==> src/rtl/swp_defines.svh <==
`ifndef SWP_DEFINES_SVH
`define SWP_DEFINES_SVH
`define SWP_POL_MSB 15
`define SWP_POL_LSB 12
`define SWP_KEY_MSB 11
`define SWP_KEY_LSB 8
`define SWP_SECRET_BIT 7
`define SWP_BIT_MAC 3
`define SWP_BIT_ENC 2
`define SWP_BIT_DRV 1
`define SWP_BIT_SRC 0
`define SWP_OTP_MODE_RO 8'hAA
`define SWP_OTP_MODE_CONS 8'h55
`define SWP_OTP_MODE_LEG 8'h00
`define SWP_UNLOCKED 8'h55
`define SWP_OTP_RESET 32'hFFFFFFFF
`define SWP_A_CTRL 12'h000
`define SWP_A_SLOTCFG 12'h004
`define SWP_A_CMD 12'h008
`define SWP_A_STATUS 12'h00C
`define SWP_A_DATA 12'h010
`define SWP_A_RDDATA 12'h014
`define SWP_A_ID 12'h018
`define SWP_A_REV 12'h01C
`define SWP_A_OTP 12'h100
`define SWP_ID_FIXED 24'h5A5A5A
`define SWP_ID_DIE 48'h123456789ABC
`define SWP_REV_VALUE 32'h00000001
`endif

==> src/rtl/swp_pkg.sv <==
package swp_pkg;
   typedef enum logic [2:0] {
      SWP_OP_READ = 3'h0, SWP_OP_WRITE = 3'h1, SWP_OP_DERIVE = 3'h2, SWP_OP_HASH = 3'h3
   } swp_op_t;
   typedef enum logic [2:0] {
      SWP_ST_IDLE = 3'b001, SWP_ST_EVAL = 3'b010, SWP_ST_DONE = 3'b100
   } swp_state_t;
endpackage : swp_pkg

==> src/rtl/swp_policy_decode.sv <==
`timescale 1ns/1ns
`default_nettype none
`include "swp_defines.svh"
module swp_policy_decode (
   input wire logic [3:0] policy,
   output logic derive_ok,
   output logic derive_parent,
   output logic derive_mac,
   output logic write_clear,
   output logic write_enc,
   output logic write_never
);
   // The two decodes look at the same field independently.
   assign derive_ok = policy[`SWP_BIT_DRV];
   assign derive_parent = policy[`SWP_BIT_SRC];
   assign derive_mac = policy[`SWP_BIT_MAC];
   assign write_clear = (policy[3:1] == 3'h0);
   assign write_enc = policy[`SWP_BIT_ENC];
   assign write_never = !policy[`SWP_BIT_ENC] && (policy[3] || policy[1]);
endmodule : swp_policy_decode
`default_nettype wire

==> src/rtl/swp_access_ctrl.sv <==
// Implementation choices: the APB register port and the register addresses.
`timescale 1ns/1ns
`default_nettype none
`include "swp_defines.svh"
module swp_access_ctrl
   import swp_pkg::*;
#(
   parameter int OTP_WORDS = 16
) (
   input wire logic core_clk,
   input wire logic reset_n,
   input wire logic psel,
   input wire logic penable,
   input wire logic pwrite,
   input wire logic [11:0] paddr,
   input wire logic [31:0] pwdata,
   output logic [31:0] prdata,
   output logic pready,
   output logic pslverr,
   output logic [71:0] hash_id_bytes,
   output logic hash_id_valid
);
   ////////////////////////////////////////////////////////////////////////////
   // State.
   typedef struct packed {
      logic [31:0] prdata;
      logic pready;
      logic pslverr;
      logic [7:0] cfg_lock;
      logic [7:0] data_lock;
      logic [7:0] otp_mode;
      logic [15:0] slot_cfg;
      logic [3:0] slot_idx;
      logic [3:0] key_slot_cfg;
      logic [31:0] cmd;
      logic [31:0] wdata;
      logic [31:0] rdata;
      logic [3:0] status;
      logic [71:0] hash_id;
      logic hash_valid;
      swp_state_t state;
   } swp_regs_t;

   swp_regs_t cur_ff;
   swp_regs_t nxt_ff;
   logic [31:0] otp_mem_ff [OTP_WORDS];
   logic otp_we;
   logic [3:0] otp_widx;
   logic [31:0] otp_wval;

   logic derive_ok, derive_parent, derive_mac, write_clear, write_enc, write_never;

   swp_policy_decode u_dec (
      .policy(cur_ff.slot_cfg[`SWP_POL_MSB:`SWP_POL_LSB]),
      .derive_ok(derive_ok),
      .derive_parent(derive_parent),
      .derive_mac(derive_mac),
      .write_clear(write_clear),
      .write_enc(write_enc),
      .write_never(write_never)
   );

   ////////////////////////////////////////////////////////////////////////////
   // Command fields: op[2:0], len32[3], mac_ok[4], enc[5], mac_cur_key[6],
   // include_die[7], zone_otp[8], word[19:16].
   swp_op_t op;
   logic len32, mac_ok, enc, mac_cur, inc_die, zone_otp;
   logic [3:0] word;
   logic cfg_locked, data_locked, secret;
   logic otp_word_ok;
   assign op = swp_op_t'(cur_ff.cmd[2:0]);
   assign len32 = cur_ff.cmd[3];
   assign mac_ok = cur_ff.cmd[4];
   assign enc = cur_ff.cmd[5];
   assign mac_cur = cur_ff.cmd[6];
   assign inc_die = cur_ff.cmd[7];
   assign zone_otp = cur_ff.cmd[8];
   assign word = cur_ff.cmd[19:16];
   assign cfg_locked = (cur_ff.cfg_lock != `SWP_UNLOCKED);
   assign data_locked = (cur_ff.data_lock != `SWP_UNLOCKED);
   assign secret = cur_ff.slot_cfg[`SWP_SECRET_BIT];
   assign otp_word_ok = ({28'h0, word} < OTP_WORDS);

   logic apb_wr, apb_rd;
   assign apb_wr = psel && penable && pwrite && !cur_ff.pready;
   assign apb_rd = psel && penable && !pwrite && !cur_ff.pready;

   ////////////////////////////////////////////////////////////////////////////
   // Next-state logic.
   logic ok;
   logic [3:0] src;
   logic [31:0] otp_rd;
   always_comb begin
      nxt_ff = cur_ff;
      ok = 1'b0;
      src = 4'h0;
      otp_we = 1'b0;
      otp_widx = word;
      otp_wval = cur_ff.wdata;
      otp_rd = otp_mem_ff[word];
      nxt_ff.pready = 1'b0;
      nxt_ff.pslverr = 1'b0;
      nxt_ff.hash_valid = 1'b0;
      if (apb_wr) begin
         nxt_ff.pready = 1'b1;
         case (paddr)
            `SWP_A_CTRL: begin
               // Locks only move from unlocked to locked.
               if (!cfg_locked) nxt_ff.cfg_lock = pwdata[7:0];
               if (!data_locked) nxt_ff.data_lock = pwdata[15:8];
               if (!cfg_locked) nxt_ff.otp_mode = pwdata[23:16];
            end
            `SWP_A_SLOTCFG: begin
               nxt_ff.slot_cfg = pwdata[15:0];
               nxt_ff.slot_idx = pwdata[19:16];
               nxt_ff.key_slot_cfg = pwdata[23:20];
            end
            `SWP_A_CMD: begin
               nxt_ff.cmd = pwdata;
               nxt_ff.state = SWP_ST_EVAL;
            end
            `SWP_A_DATA: nxt_ff.wdata = pwdata;
            `SWP_A_ID, `SWP_A_REV: nxt_ff.pslverr = 1'b1;
            default: nxt_ff.pslverr = 1'b1;
         endcase
      end else if (apb_rd) begin
         nxt_ff.pready = 1'b1;
         case (paddr)
            `SWP_A_CTRL: nxt_ff.prdata = {8'h00, cur_ff.otp_mode, cur_ff.data_lock,
                                          cur_ff.cfg_lock};
            `SWP_A_SLOTCFG: nxt_ff.prdata = {8'h00, cur_ff.key_slot_cfg, cur_ff.slot_idx,
                                             cur_ff.slot_cfg};
            `SWP_A_CMD: nxt_ff.prdata = cur_ff.cmd;
            `SWP_A_STATUS: nxt_ff.prdata = {28'h0, cur_ff.status};
            `SWP_A_DATA: nxt_ff.prdata = cur_ff.wdata;
            `SWP_A_RDDATA: nxt_ff.prdata = cur_ff.rdata;
            `SWP_A_ID: nxt_ff.prdata = {8'h00, `SWP_ID_FIXED};
            `SWP_A_REV: nxt_ff.prdata = `SWP_REV_VALUE;
            default: begin
               nxt_ff.prdata = 32'h0;
               nxt_ff.pslverr = 1'b1;
            end
         endcase
      end

      case (cur_ff.state)
         SWP_ST_IDLE: ;
         SWP_ST_EVAL: begin
            nxt_ff.state = SWP_ST_DONE;
            case (op)
               SWP_OP_DERIVE: begin
                  ok = derive_ok && (!derive_mac || mac_ok);
                  src = derive_parent ? cur_ff.slot_cfg[`SWP_KEY_MSB:`SWP_KEY_LSB]
                                      : cur_ff.slot_idx;
               end
               SWP_OP_HASH: begin
                  ok = 1'b1;
                  nxt_ff.hash_id = {`SWP_ID_FIXED, inc_die ? `SWP_ID_DIE : 48'h0};
                  nxt_ff.hash_valid = 1'b1;
               end
               SWP_OP_WRITE: begin
                  if (zone_otp) begin
                     if (!cfg_locked || !otp_word_ok) ok = 1'b0;
                     else if (!data_locked) ok = 1'b1;
                     else if (cur_ff.otp_mode == `SWP_OTP_MODE_CONS) begin
                        ok = 1'b1;
                        otp_wval = cur_ff.wdata & otp_rd;
                     end else ok = 1'b0;
                     otp_we = ok;
                  end else if (!data_locked) ok = cfg_locked;
                  else if (secret && !len32) ok = 1'b0;
                  else if (write_clear) ok = !enc;
                  else if (write_never) ok = 1'b0;
                  else if (write_enc) begin
                     ok = len32 && enc && mac_ok;
                     if (cur_ff.slot_cfg[`SWP_KEY_MSB:`SWP_KEY_LSB] == cur_ff.slot_idx)
                        ok = ok && mac_cur;
                  end
               end
               default: begin
                  if (zone_otp) begin
                     if (!cfg_locked || !data_locked || !otp_word_ok) ok = 1'b0;
                     else if (cur_ff.otp_mode == `SWP_OTP_MODE_LEG)
                        ok = !len32 && (word > 4'h1);
                     else ok = 1'b1;
                     nxt_ff.rdata = ok ? otp_rd : 32'h0;
                  end else ok = cfg_locked && data_locked && !(secret && !len32);
               end
            endcase
            nxt_ff.status = {src[2:0] & {3{op == SWP_OP_DERIVE}}, ok};
         end
         SWP_ST_DONE: nxt_ff.state = SWP_ST_IDLE;
         default: nxt_ff.state = SWP_ST_IDLE;
      endcase
   end

   ////////////////////////////////////////////////////////////////////////////
   // Registers.
   always_ff @(posedge core_clk) begin
      if (!reset_n) begin
         cur_ff <= '0;
         cur_ff.cfg_lock <= `SWP_UNLOCKED;
         cur_ff.data_lock <= `SWP_UNLOCKED;
         cur_ff.state <= SWP_ST_IDLE;
      end else begin
         cur_ff <= nxt_ff;
      end
   end

   // The OTP array is refilled erased (all ones) on every reset_n assertion, not only at power-up.
   always_ff @(posedge core_clk) begin
      if (!reset_n) begin
         for (int i = 0; i < OTP_WORDS; i++) otp_mem_ff[i] <= `SWP_OTP_RESET;
      end else if (otp_we) begin
         otp_mem_ff[otp_widx] <= otp_wval;
      end
   end

   assign prdata = cur_ff.prdata;
   assign pready = cur_ff.pready;
   assign pslverr = cur_ff.pslverr;
   assign hash_id_bytes = cur_ff.hash_id;
   assign hash_id_valid = cur_ff.hash_valid;

   ////////////////////////////////////////////////////////////////////////////
   // Checks and cover points.
   chk_derive_gate: assert property (@(posedge core_clk) disable iff (!reset_n)
      cur_ff.state == SWP_ST_EVAL && op == SWP_OP_DERIVE && !derive_ok
      |=> !cur_ff.status[0]) else $error("derive accepted without bit 13");
   chk_derive_mac: assert property (@(posedge core_clk) disable iff (!reset_n)
      cur_ff.state == SWP_ST_EVAL && op == SWP_OP_DERIVE && derive_mac && !mac_ok
      |=> !cur_ff.status[0]) else $error("derive accepted without mac");
   chk_never_write: assert property (@(posedge core_clk) disable iff (!reset_n)
      cur_ff.state == SWP_ST_EVAL && op == SWP_OP_WRITE && !zone_otp && data_locked
      && write_never |=> !cur_ff.status[0]) else $error("never slot written");
   chk_secret_short: assert property (@(posedge core_clk) disable iff (!reset_n)
      cur_ff.state == SWP_ST_EVAL && !zone_otp && data_locked && secret && !len32
      && (op == SWP_OP_WRITE || op == SWP_OP_READ) |=> !cur_ff.status[0])
      else $error("short access to secret slot");
   chk_otp_prelock: assert property (@(posedge core_clk) disable iff (!reset_n)
      cur_ff.state == SWP_ST_EVAL && zone_otp && !cfg_locked
      && (op == SWP_OP_WRITE || op == SWP_OP_READ) |=> !cur_ff.status[0])
      else $error("otp reached before config lock");
   chk_consume_and: assert property (@(posedge core_clk) disable iff (!reset_n)
      otp_we && data_locked |=> (otp_mem_ff[$past(otp_widx)] & ~$past(otp_rd)) == 32'h0)
      else $error("otp bit rose in consumption");
   chk_legacy_read: assert property (@(posedge core_clk) disable iff (!reset_n)
      cur_ff.state == SWP_ST_EVAL && op == SWP_OP_READ && zone_otp
      && cur_ff.otp_mode == `SWP_OTP_MODE_LEG && (word < 4'h2 || len32)
      |=> !cur_ff.status[0]) else $error("legacy read allowed");
   chk_id_readonly: assert property (@(posedge core_clk) disable iff (!reset_n)
      apb_wr && paddr == `SWP_A_ID |=> pready && pslverr)
      else $error("identity write not refused");
   chk_fixed_hash: assert property (@(posedge core_clk) disable iff (!reset_n)
      hash_id_valid |-> hash_id_bytes[71:48] == `SWP_ID_FIXED)
      else $error("fixed serial missing in hash");
   cov_derive: cover property (@(posedge core_clk) cur_ff.state == SWP_ST_EVAL
      && op == SWP_OP_DERIVE && derive_ok);
   cov_enc_write: cover property (@(posedge core_clk) cur_ff.state == SWP_ST_EVAL
      && op == SWP_OP_WRITE && write_enc);
   cov_consume: cover property (@(posedge core_clk) otp_we && data_locked);
   cov_legacy_read: cover property (@(posedge core_clk) cur_ff.state == SWP_ST_EVAL
      && op == SWP_OP_READ && zone_otp && cur_ff.otp_mode == `SWP_OTP_MODE_LEG);
   cov_hash_die: cover property (@(posedge core_clk) cur_ff.state == SWP_ST_EVAL
      && op == SWP_OP_HASH && inc_die);
   chk_roll_source: assert property (@(posedge core_clk) disable iff (!reset_n)
      cur_ff.state == SWP_ST_EVAL && op == SWP_OP_DERIVE && !derive_parent
      |=> cur_ff.status[3:1] == $past(cur_ff.slot_idx[2:0]))
      else $error("roll derivation used wrong source");
   chk_clear_write: assert property (@(posedge core_clk) disable iff (!reset_n)
      cur_ff.state == SWP_ST_EVAL && op == SWP_OP_WRITE && !zone_otp && data_locked
      && write_clear && !secret && !enc |=> cur_ff.status[0])
      else $error("clear write refused");
   chk_enc_short: assert property (@(posedge core_clk) disable iff (!reset_n)
      cur_ff.state == SWP_ST_EVAL && op == SWP_OP_WRITE && !zone_otp && data_locked
      && write_enc && !len32 |=> !cur_ff.status[0])
      else $error("short write to encrypt slot");
   chk_self_key: assert property (@(posedge core_clk) disable iff (!reset_n)
      cur_ff.state == SWP_ST_EVAL && op == SWP_OP_WRITE && !zone_otp && data_locked
      && write_enc && cur_ff.slot_cfg[`SWP_KEY_MSB:`SWP_KEY_LSB] == cur_ff.slot_idx
      && !mac_cur |=> !cur_ff.status[0]) else $error("self-keyed write without current key");
   chk_ro_write: assert property (@(posedge core_clk) disable iff (!reset_n)
      cur_ff.state == SWP_ST_EVAL && op == SWP_OP_WRITE && zone_otp && data_locked
      && cur_ff.otp_mode == `SWP_OTP_MODE_RO |=> !cur_ff.status[0])
      else $error("read-only otp written");
   chk_legacy_write: assert property (@(posedge core_clk) disable iff (!reset_n)
      cur_ff.state == SWP_ST_EVAL && op == SWP_OP_WRITE && zone_otp && data_locked
      && cur_ff.otp_mode == `SWP_OTP_MODE_LEG |=> !cur_ff.status[0])
      else $error("legacy otp written");
   chk_unlock_read: assert property (@(posedge core_clk) disable iff (!reset_n)
      cur_ff.state == SWP_ST_EVAL && op == SWP_OP_READ && zone_otp && !data_locked
      |=> !cur_ff.status[0]) else $error("otp read before data lock");
   chk_legacy_long: assert property (@(posedge core_clk) disable iff (!reset_n)
      cur_ff.state == SWP_ST_EVAL && op == SWP_OP_READ && zone_otp
      && cur_ff.otp_mode == `SWP_OTP_MODE_LEG && len32 |=> !cur_ff.status[0])
      else $error("legacy long read allowed");
   chk_die_gate: assert property (@(posedge core_clk) disable iff (!reset_n)
      hash_id_valid && !inc_die |-> hash_id_bytes[47:0] == 48'h0)
      else $error("die bytes hashed unasked");
   chk_otp_locked: assert property (@(posedge core_clk) disable iff (!reset_n)
      otp_we |-> cfg_locked) else $error("otp written before config lock");
   chk_ready_pulse: assert property (@(posedge core_clk) disable iff (!reset_n)
      pready |=> !pready) else $error("ready held longer than one cycle");
endmodule : swp_access_ctrl
`default_nettype wire

==> config.mk <==
export PLATFORM = sky130hd
export DESIGN_NAME = swp_access_ctrl
export DESIGN_NICKNAME = d
export VERILOG_FILES = /design/src/rtl/swp_pkg.sv /design/src/rtl/swp_policy_decode.sv /design/src/rtl/swp_access_ctrl.sv
export VERILOG_INCLUDE_DIRS = /design/src /design/src/rtl
export SDC_FILE = /design/constraint.sdc
export NUM_CORES = 1
export LEC_CHECK = 0
export BUFFER_PORTS_ARGS = -buffer_cell sky130_fd_sc_hd__buf_2
export CELL_PAD_IN_SITES_DETAIL_PLACEMENT = 0
export CELL_PAD_IN_SITES_GLOBAL_PLACEMENT = 1
export CORE_ASPECT_RATIO = 0.8
export CORE_MARGIN = 2
export CORE_UTILIZATION = 30
export CTS_CLUSTER_DIAMETER = 100
export DETAILED_ROUTE_END_ITERATION = 10
export PLACE_DENSITY = 0.56
export SLEW_MARGIN = 5
export SYNTH_ARGS = -nofsm -noshare
export SYNTH_HDL_FRONTEND = slang
export SYNTH_HIERARCHICAL = 1
export SYNTH_SLANG_ARGS = --single-unit
==> constraint.sdc <==
create_clock -name core_clk -period 8.8 [get_ports core_clk]
set_input_delay 1.76 -clock core_clk [delete_from_list [all_inputs] [get_ports core_clk]]
set_output_delay 1.76 -clock core_clk [all_outputs]
set_load 0.01 [all_outputs]
Word-level counts from Yosys, hierarchy flattened
Memories as Yosys holds them, arrays and structs flattened. A register that Yosys moved wholly into a read port is not among the register bits.
Index checks and enable logic that the tools add are counted.
Storage, ports and cells
  bits of input ports: 49
  memories: 1
  flip-flop bits (word level): 235
  RAM bits: 512
  word-level logic and storage cells: 134
Memory list
  otp_mem_ff: depth 16, width 32, rd ports 1, clocked after memory_dff 1, write ports 16, RTL line swp_access_ctrl.sv:46  | logic [31:0] otp_mem_ff [OTP_WORDS];
Cells by class
  mux-type cells: 49
  $lt $le $gt $ge: 1
  equal/unequal tests: 18
  bitwise operators: 6
  reductions and logical operators: 43
Operators with widths (count)
  $mux 32: 8
  $pmux 32 s8: 1
  $eq 12x5->1 const B: 4
  $mux 45: 1
  $and 32x32->32: 1
  $reduce_or 32->1: 1
  $mux 1: 27
  $eq 12x4->1 const B: 2
  $ne 8x7->1 const B: 2
  $mux 3: 5
  $logic_and 1x1->1: 14
  $reduce_and 2->1: 7
  $eq 12x3->1 const B: 1
  $logic_not 12->1: 1
  $mux 4: 3
  $eq 3x2->1 const B: 3
  $logic_not 1->1: 9
  $reduce_and 3->1: 3
  $eq 8x7->1 const B: 1
  $logic_not 8->1: 1
  $reduce_or 8->1: 1
  $eq 3x1->1 const B: 2
  $pmux 3 s2: 1
  $eq 4x4->1: 1
  11 further kinds: 17

Logic depth before layout (Yosys ltp)
Gate-level depths: netlist of the first run.
  depth in word-level cells: 12
  gate-level depth with buffers: 8
  gate-level depth less buffers: 6

Modules after synthesis
Netlist of the first run, hierarchy kept.
By module, submodules not included
  swp_access_ctrl: seq. area each 19218.4 um2, area each 30827.1 um2, cells each 2467, times used 1
  swp_policy_decode: seq. area each 0.0 um2, area each 45.0 um2, cells each 6, times used 1

Least setup slack after synthesis of the first run
No wires, ideal clock.
  path kind: in2reg
  from: input reset_n
  to: memory otp_mem_ff[15][0], enable pin
  buffers on the path: 1
  slack: 3.325 ns
  arrival: 5.009 ns
  stages: 5
  cells stage by stage: buf_2 -> clkinv_1 -> nor3_4 -> o2111ai_2 -> o21ai_0
RTL lines
  start, declared: RTL line swp_access_ctrl.sv:11  | input wire logic reset_n,
  end, declared: RTL line swp_access_ctrl.sv:46

==> results of run 1 <==
[path summary, 6_finish.rpt]
kind	slack [ns]	from	to
setup reg to reg	4.59	flop	otp_mem_ff[5][22]$_SDFFCE_PN1P_
setup / recovery	3.60	reset_n	otp_mem_ff[2][30]$_SDFFCE_PN1P_
hold / removal	0.45	prdata[12]$_SDFFE_PN0P_	prdata[12]$_SDFFE_PN0P_
hold reg to reg	0.45	prdata[12]$_SDFFE_PN0P_	prdata[12]$_SDFFE_PN0P_
[final cells by class]
class	instances	area (um2)
fill	10100	67800
clock inverter	29	258
clock buffer	97	2040
timing repair buffer	166	953
tap	1337	1670
multi-input combinational	1498	10400
inverter	5	21.3
sequential	704	19200
[sequential cells by signal (all words and copies together) (netlist names), named ones only]
register / flops
cur_ff: 151
hash_id_bytes: 2
hash_id_valid: 1
otp_mem_ff: 512
prdata: 32
pready: 1
pslverr: 1
[kinds of logic (layout without fill, tap and decap cells)]
group,Yosys count,after routing,synth area share (%)
other,1,38,0.0121
xor gates and xnor gates,4,4,0.114
muxes,151,151,10.1
and+or+nand+nor,916,916,12.5
AOI/OAI and AO/OA,389,389,9.34
DFF,704,704,62.3
buffers and inverters,308,297,5.67
[worst max-delay path, stage by stage]
cell	delay, ns
buf_2	0.09
buf_4	0.51
inv_4	0.32
nor3_4	0.43
o2111ai_2	0.50
nor3_2	0.36
buf_4	0.46
nand2b_2	0.92
[routing by layer]
layer | GRT usage, % | share of wire (%) | up-vias
met5 | 0 | 0 | -
met4 | 3.83 | 1.6 | 0
li1 | - | - | 8790
met2 | 27.6 | 45 | 690
met1 | 27.0 | 47 | 10400
met3 | 2.58 | 5.8 | 103
[placed cells by master (no fill, tap or decap), drive strengths merged, types with 7 or more instances in the layout]
cell / n
inv: 9
a32oi: 8
a221oi: 10
buf: 166
clkinv: 17
nand2b: 11
mux4: 128
mux2: 14
a22o: 33
nand4: 7
nor4: 18
edfxtp: 512
mux2i: 9
dfxtp: 192
a21oi: 119
nand2: 761
o21ai: 86
nor2: 56
nor3: 11
conb: 38
clkbuf: 97
a222oi: 9
a22oi: 95
[through the flow]
step	hold slack (ns)	std cells	instance area [um2]
after CTS	0.452	3836	34500
after floorplan	0.426	2510	31000
after detailed placement	0.445	3710	32200
final	0.450	3836	34500
after global placement	0.438	3710	32200
after global routing	0.469	3836	34500
[cells in the mapped netlist, types with 6 or more instances]
cell type	number
a22o_1	33
buf_2	43
mux2_2	14
nand4_1	6
o21ai_0	32
a221oi_1	10
o21ai_4	30
buf_4	138
nand2b_1	11
a21o_1	6
mux2i_1	9
clkbuf_1	114
nor2_1	55
nor4_1	13
a222oi_1	9
edfxtp_1	512
a22oi_1	95
a21oi_1	119
mux4_2	128
o21ai_1	22
nand2_1	761
dfxtp_1	192
a32oi_1	8
nor3_1	6
[power by group through the flow]
stage | clock (mW) | sequential [mW] | combinational (mW)
after floorplan | 0 | 3.75 | 0.123
after global placement | 0 | 3.75 | 0.202
after detailed placement | 0 | 3.76 | 0.204
after CTS | 3.13 | 3.69 | 0.205
after global routing | 3.25 | 3.70 | 0.215
final | 3.07 | 3.69 | 0.203
==> summary.md, run 1 <==
| Metric | Value |
|---|---|
| Worst slack at placement | 2.98 ns |
| Startpoint types | input port |
| Fin Clk Skew | 0.0249 ns |
| Number of diodes | 0 |
| Fmax | 192 MHz |
| Nets | 2496 |
| Post-synth top area cell | edfxtp_1 |
| Total Power | 6.96 mW |
| Internal Power | 5.47 mW |
| EDFF count, synth | 512 |
| Initial antenna violation count | 0 |
| Drt initial violations | 2003 |
| Switch Pwr | 1.50 mW |
| Sw Ratio | 21.5% |
| Max rail drop VDD | 133 uV |
| Skew-Pair Late Insertion Delay | 0.62 ns |
| Fin crit share | 59.1% |
| Reg2Reg Depth | 6 |
| Die W | 363 um |
| Outcome | finished clean |
| Post-synthesis sequential area ratio | 62.3% |
| Worst rel slew slack | 16.9% |
| Hold Path Cell Cnt | 1 |
| DR vias | 20000 |
| Port bufs | 117 |
| Clock sinks | 704 |
| GRT Total Usage | 18.0% |
| HPWL after DPL | 60100 um |
| Vias in the first global route | 20000 |
| Fraction of layout cells with a size suffix above 1 | 20.6% |
| H-tree Lvls | 3 |
| I/O pin count | 156 |
| Vias per inst | 5.21 |
| Area growth syn-to-layout | 11.9% |
| Clock slew at reported path FFs | 0.06 ns |
| Min Tclk post-route | 5.20 ns |
| Inserted Clock Buffers | 72 |
| Final setup vio count | 0 |
| Setup TNS Final | 0 ns |
| Final hold vios | 0 |
| # rows | 105 |
| CTS tree | done |
| Slew @ Worst Pin | 1.25 ns |
| CTS max path bufs | 3 |
| Fin. max-slew vios | 0 |
| Largest net degree at the start of global routing | 84 |
| Clk root buf | clkbuf_16 |
| Maxcap violations | 0 |
| Postcts setup bufs | 0 |
| Part of the power in registers | 53.0% |
| Asr flop ratio synth | 0% |
| Clock share of power | 44.1% |
| RSZ-0062 raised after global routing | false |
| WS Path Type | in2reg |
| Gate count after technology mapping | 2473 |
| DR WL/cell | 25.1 um |
| CTS resizes | 0 |
| ANT nets after route | 0 |
| First-pass GRT wire length | 141000 um |
| Yosys top cell area share | 49.8% |
| CP required | 9.02 ns |
| Worst Setup End Kind | flop |
| Critical Path AT | 5.42 ns |
| Synthesized area | 30900 um2 |
| Initial core utilization | 30.2% |
| Largest cells by area after synthesis | edfxtp_1 50%, dfxtp_1 12%, mux4_2 9.3% |
| Synth cell types | 75 |
| RePlAce Congestion | 0.821 |
| Drt drc | 0 |
| Post-synth top flop | edfxtp_1 |
| Pwr Density | 202 nW/um2 |
| Synth Register Bits | 704 |
| Final Util | 33.7% |
| Type of the most critical hold path | reg2reg |
| Lkg Pwr | 10.7 nW |
| DRT Wirelength | 96200 um |
| Yosys Warn Count | 6 |
| DR pass1 iterations | 5 |
| Hold Buf Count CTS | 0 |
| CORE AREA | 102000 um2 |
| Comb power frac | 2.9% |
| Syn avg cell area | 12.5 um2 |
| Die area | 106000 um2 |
| Height of the die | 291 um |
| Grt ovf | 0 |
| Post-route setup slack | 3.60 ns |
| CP Max Fanout | 34 |
(Power assumes the default switching activity.)
==> inputs of run 2 (changes only) <==
Settings changed: ABC_AREA set to 1, PLACE_DENSITY 0.56 to 0.58.
Clock period 8.8 ns to 5.2 ns, I/O delays scaled along.
==> summary.md, run 2 <==
| Metric | Value |
|---|---|
| Outcome | finished clean |
| Clock sinks | 704 |
| Most common library cell in the layout ignoring fill and taps | nand2_1 |
| Sw Ratio | 21.7% |
| Drt drc | 0 |
| Critical Path AT | 4.18 ns |
| DR WL/cell | 22.3 um |
| DR vias | 24100 |
| Asr flop ratio synth | 0% |
| Grt ovf | 0 |
| Yosys Warn Count | 6 |
| CTS resizes | 0 |
| Compound-cell area share of the yosys netlist | 14.7% |
| Yosys top cell area share | 48.0% |
| GRT Total Usage | 19.5% |
| XOR/XNOR share of the synthesized area | 0.0274% |
| Synthesized area | 32000 um2 |
| Synth cell types | 32 |
| Top reg by flops | otp_mem_ff |
| Largest net degree at the start of global routing | 81 |
| Combinational family with the most area after synthesis | simple AND/OR/NAND/NOR gates |
| WS Path Type | reg2reg |
| Mux share of post-synthesis cell area | 0% |
| Most frequent cells in the layout | 802 x nand2_1, 512 x edfxtp_1, 466 x nor2_1 |
| Type of the most critical hold path | reg2reg |
| Final hold vios | 0 |
| Inserted Clock Buffers | 75 |
| Internal Power | 9.11 mW |
| Synth Register Bits | 704 |
| Comb power frac | 2.2% |
| Worst Setup End Kind | flop |
| Final non-filler cell total | 4832 |
| Skew-Pair Late Insertion Delay | 0.63 ns |
| CP Max Fanout | 22 |
| CTS max path bufs | 3 |
| Number of diodes | 0 |
| CORE AREA | 106000 um2 |
| Post-synthesis sequential area ratio | 60.0% |
| H-tree Lvls | 3 |
| Largest register FFs | 512 |
| DRT Wirelength | 108000 um |
| # rows | 107 |
| Dpl cells | 4698 |
| Area growth syn-to-layout | 11.2% |
| Clk root buf | clkbuf_16 |
| Height of the die | 296 um |
| Die W | 369 um |
| Synth Area in Simple Gates | 17.1% |
| Most instantiated cells after synthesis | 817 x nand2_1, 512 x edfxtp_1, 470 x nor2_1, 404 x o21ai_0, 192 x dfxtp_1 |
| RSZ-0062 raised after global routing | false |
| Largest cells by area after synthesis | edfxtp_1 48%, dfxtp_1 12%, nand2_1 9.6% |
| HPWL after DPL | 66300 um |
| RePlAce Congestion | 0.836 |
| CTS tree | done |
| Worst rel slew slack | 14.2% |
| Switch Pwr | 2.53 mW |
| Postcts setup bufs | 0 |
| Setup TNS Final | 0 ns |
| Gate count after technology mapping | 3419 |
| Adder-Cell Fraction of Synth Area | 0% |
| First-pass GRT wire length | 158000 um |
| Fmax | 262 MHz |
| ANT nets after route | 0 |
| Post-synth top flop | edfxtp_1 |
| Max rail drop VDD | 219 uV |
| Vias per inst | 4.99 |
| Slew @ Worst Pin | 1.29 ns |
| Fin. max-slew vios | 0 |
| Hold Path Cell Cnt | 2 |
| Cell with the most instances after synthesis | nand2_1 |
| Clock slew at reported path FFs | 0.07 ns |
| I/O pin count | 156 |
| Pwr Density | 327 nW/um2 |
| Port bufs | 117 |
| Initial antenna violation count | 1 |
| Reg2Reg Depth | 10 |
| Drt initial violations | 2161 |
| Startpoint types | flop |
| Syn avg cell area | 9.36 um2 |
| Clock share of power | 46.2% |
| EDFF count, synth | 512 |
| Vias in the first global route | 22900 |
| Min Tclk post-route | 3.82 ns |
| Fin crit share | 73.4% |
| Post-synth top area cell | edfxtp_1 |
| Fraction of layout cells with a size suffix above 1 | 10.7% |
| Lkg Pwr | 9.55 nW |
| DR pass1 iterations | 7 |
| Nets | 3407 |
| Final setup vio count | 0 |
| CP required | 5.56 ns |
| Hold Buf Count CTS | 0 |
| Die area | 109000 um2 |
| Part of the power in registers | 51.5% |
| Initial core utilization | 30.2% |
| Maxcap violations | 0 |
| Fin Clk Skew | 0.0157 ns |
run 2: final timing paths:
path	startpoint	end	slack, ns
setup reg to reg	cur_ff[205]$_SDFFE_PN0P_	otp_mem_ff[10][10]$_SDFFCE_PN1P_	1.38
hold / removal	cur_ff[178]$_SDFFE_PN0P_	cur_ff[178]$_SDFFE_PN0P_	0.45
setup / recovery	cur_ff[205]$_SDFFE_PN0P_	otp_mem_ff[10][10]$_SDFFCE_PN1P_	1.38
hold reg to reg	cur_ff[178]$_SDFFE_PN0P_	cur_ff[178]$_SDFFE_PN0P_	0.45
run 2: critical path: stages (launching register included):
cell,delay (ns)
dfxtp_1,0.32
nor2_1,0.22
nand2_1,0.07
nor4_1,0.81
or2_2,0.27
nand4_1,0.30
nor2_1,0.40
nand2_1,0.13
inv_1,0.43
buf_4,0.44
nand2_1,0.11
run 2: power by group through the flow:
stage	sequential, mW	clock (mW)	combinational [mW]
2_1_floorplan	6.12	0	0.134
3_3_place_gp	6.12	0	0.260
3_5_place_dp	6.12	0	0.260
4_1_cts	6.00	5.46	0.260
5_1_grt	5.99	5.67	0.276
6_report	6.00	5.38	0.257
run 2: final cells by class:
| class | instances | area (um2) |
|---|---|---|
| Clock buffer | 103 | 2100 |
| Clock inverter | 31 | 282 |
| Fill cell | 10900 | 70600 |
| Inverter | 144 | 549 |
| Multi-Input combinational cell | 2246 | 10400 |
| Sequential cell | 704 | 19200 |
| Tap cell | 1417 | 1770 |
| Timing Repair Buffer | 187 | 1240 |
run 2: routing by layer:
layer  global-route usage (%)  wire [um]
met1                     29.3      51900
met2                     29.6      48100
met3                     2.24       5690
met4                     4.59       2300
met5                        0          0
run 2: stage by stage:
step	utilization (%)	power, mW	hold slack [ns]	instance area (um2)	setup slack [ns]
after global routing	33.5	11.9	0.472	35600	1.15
final	33.5	11.6	0.446	35600	1.38
after global placement	31.3	6.38	0.436	33200	1.22
after CTS	33.5	11.7	0.445	35600	1.41
after detailed placement	31.3	6.38	0.436	33200	1.35
after floorplan	-	6.26	0.424	32100	0.699
run 2: cell families (layout without fill, tap and decap cells):
group / after synthesis / after routing
AND/OR/NAND/NOR: 1407 / 1407
AO/OA/AOI/OAI: 800 / 800
flip-flops: 704 / 704
buffers and inverters: 506 / 465
other: 1 / 38
XOR/XNOR: 1 / 1
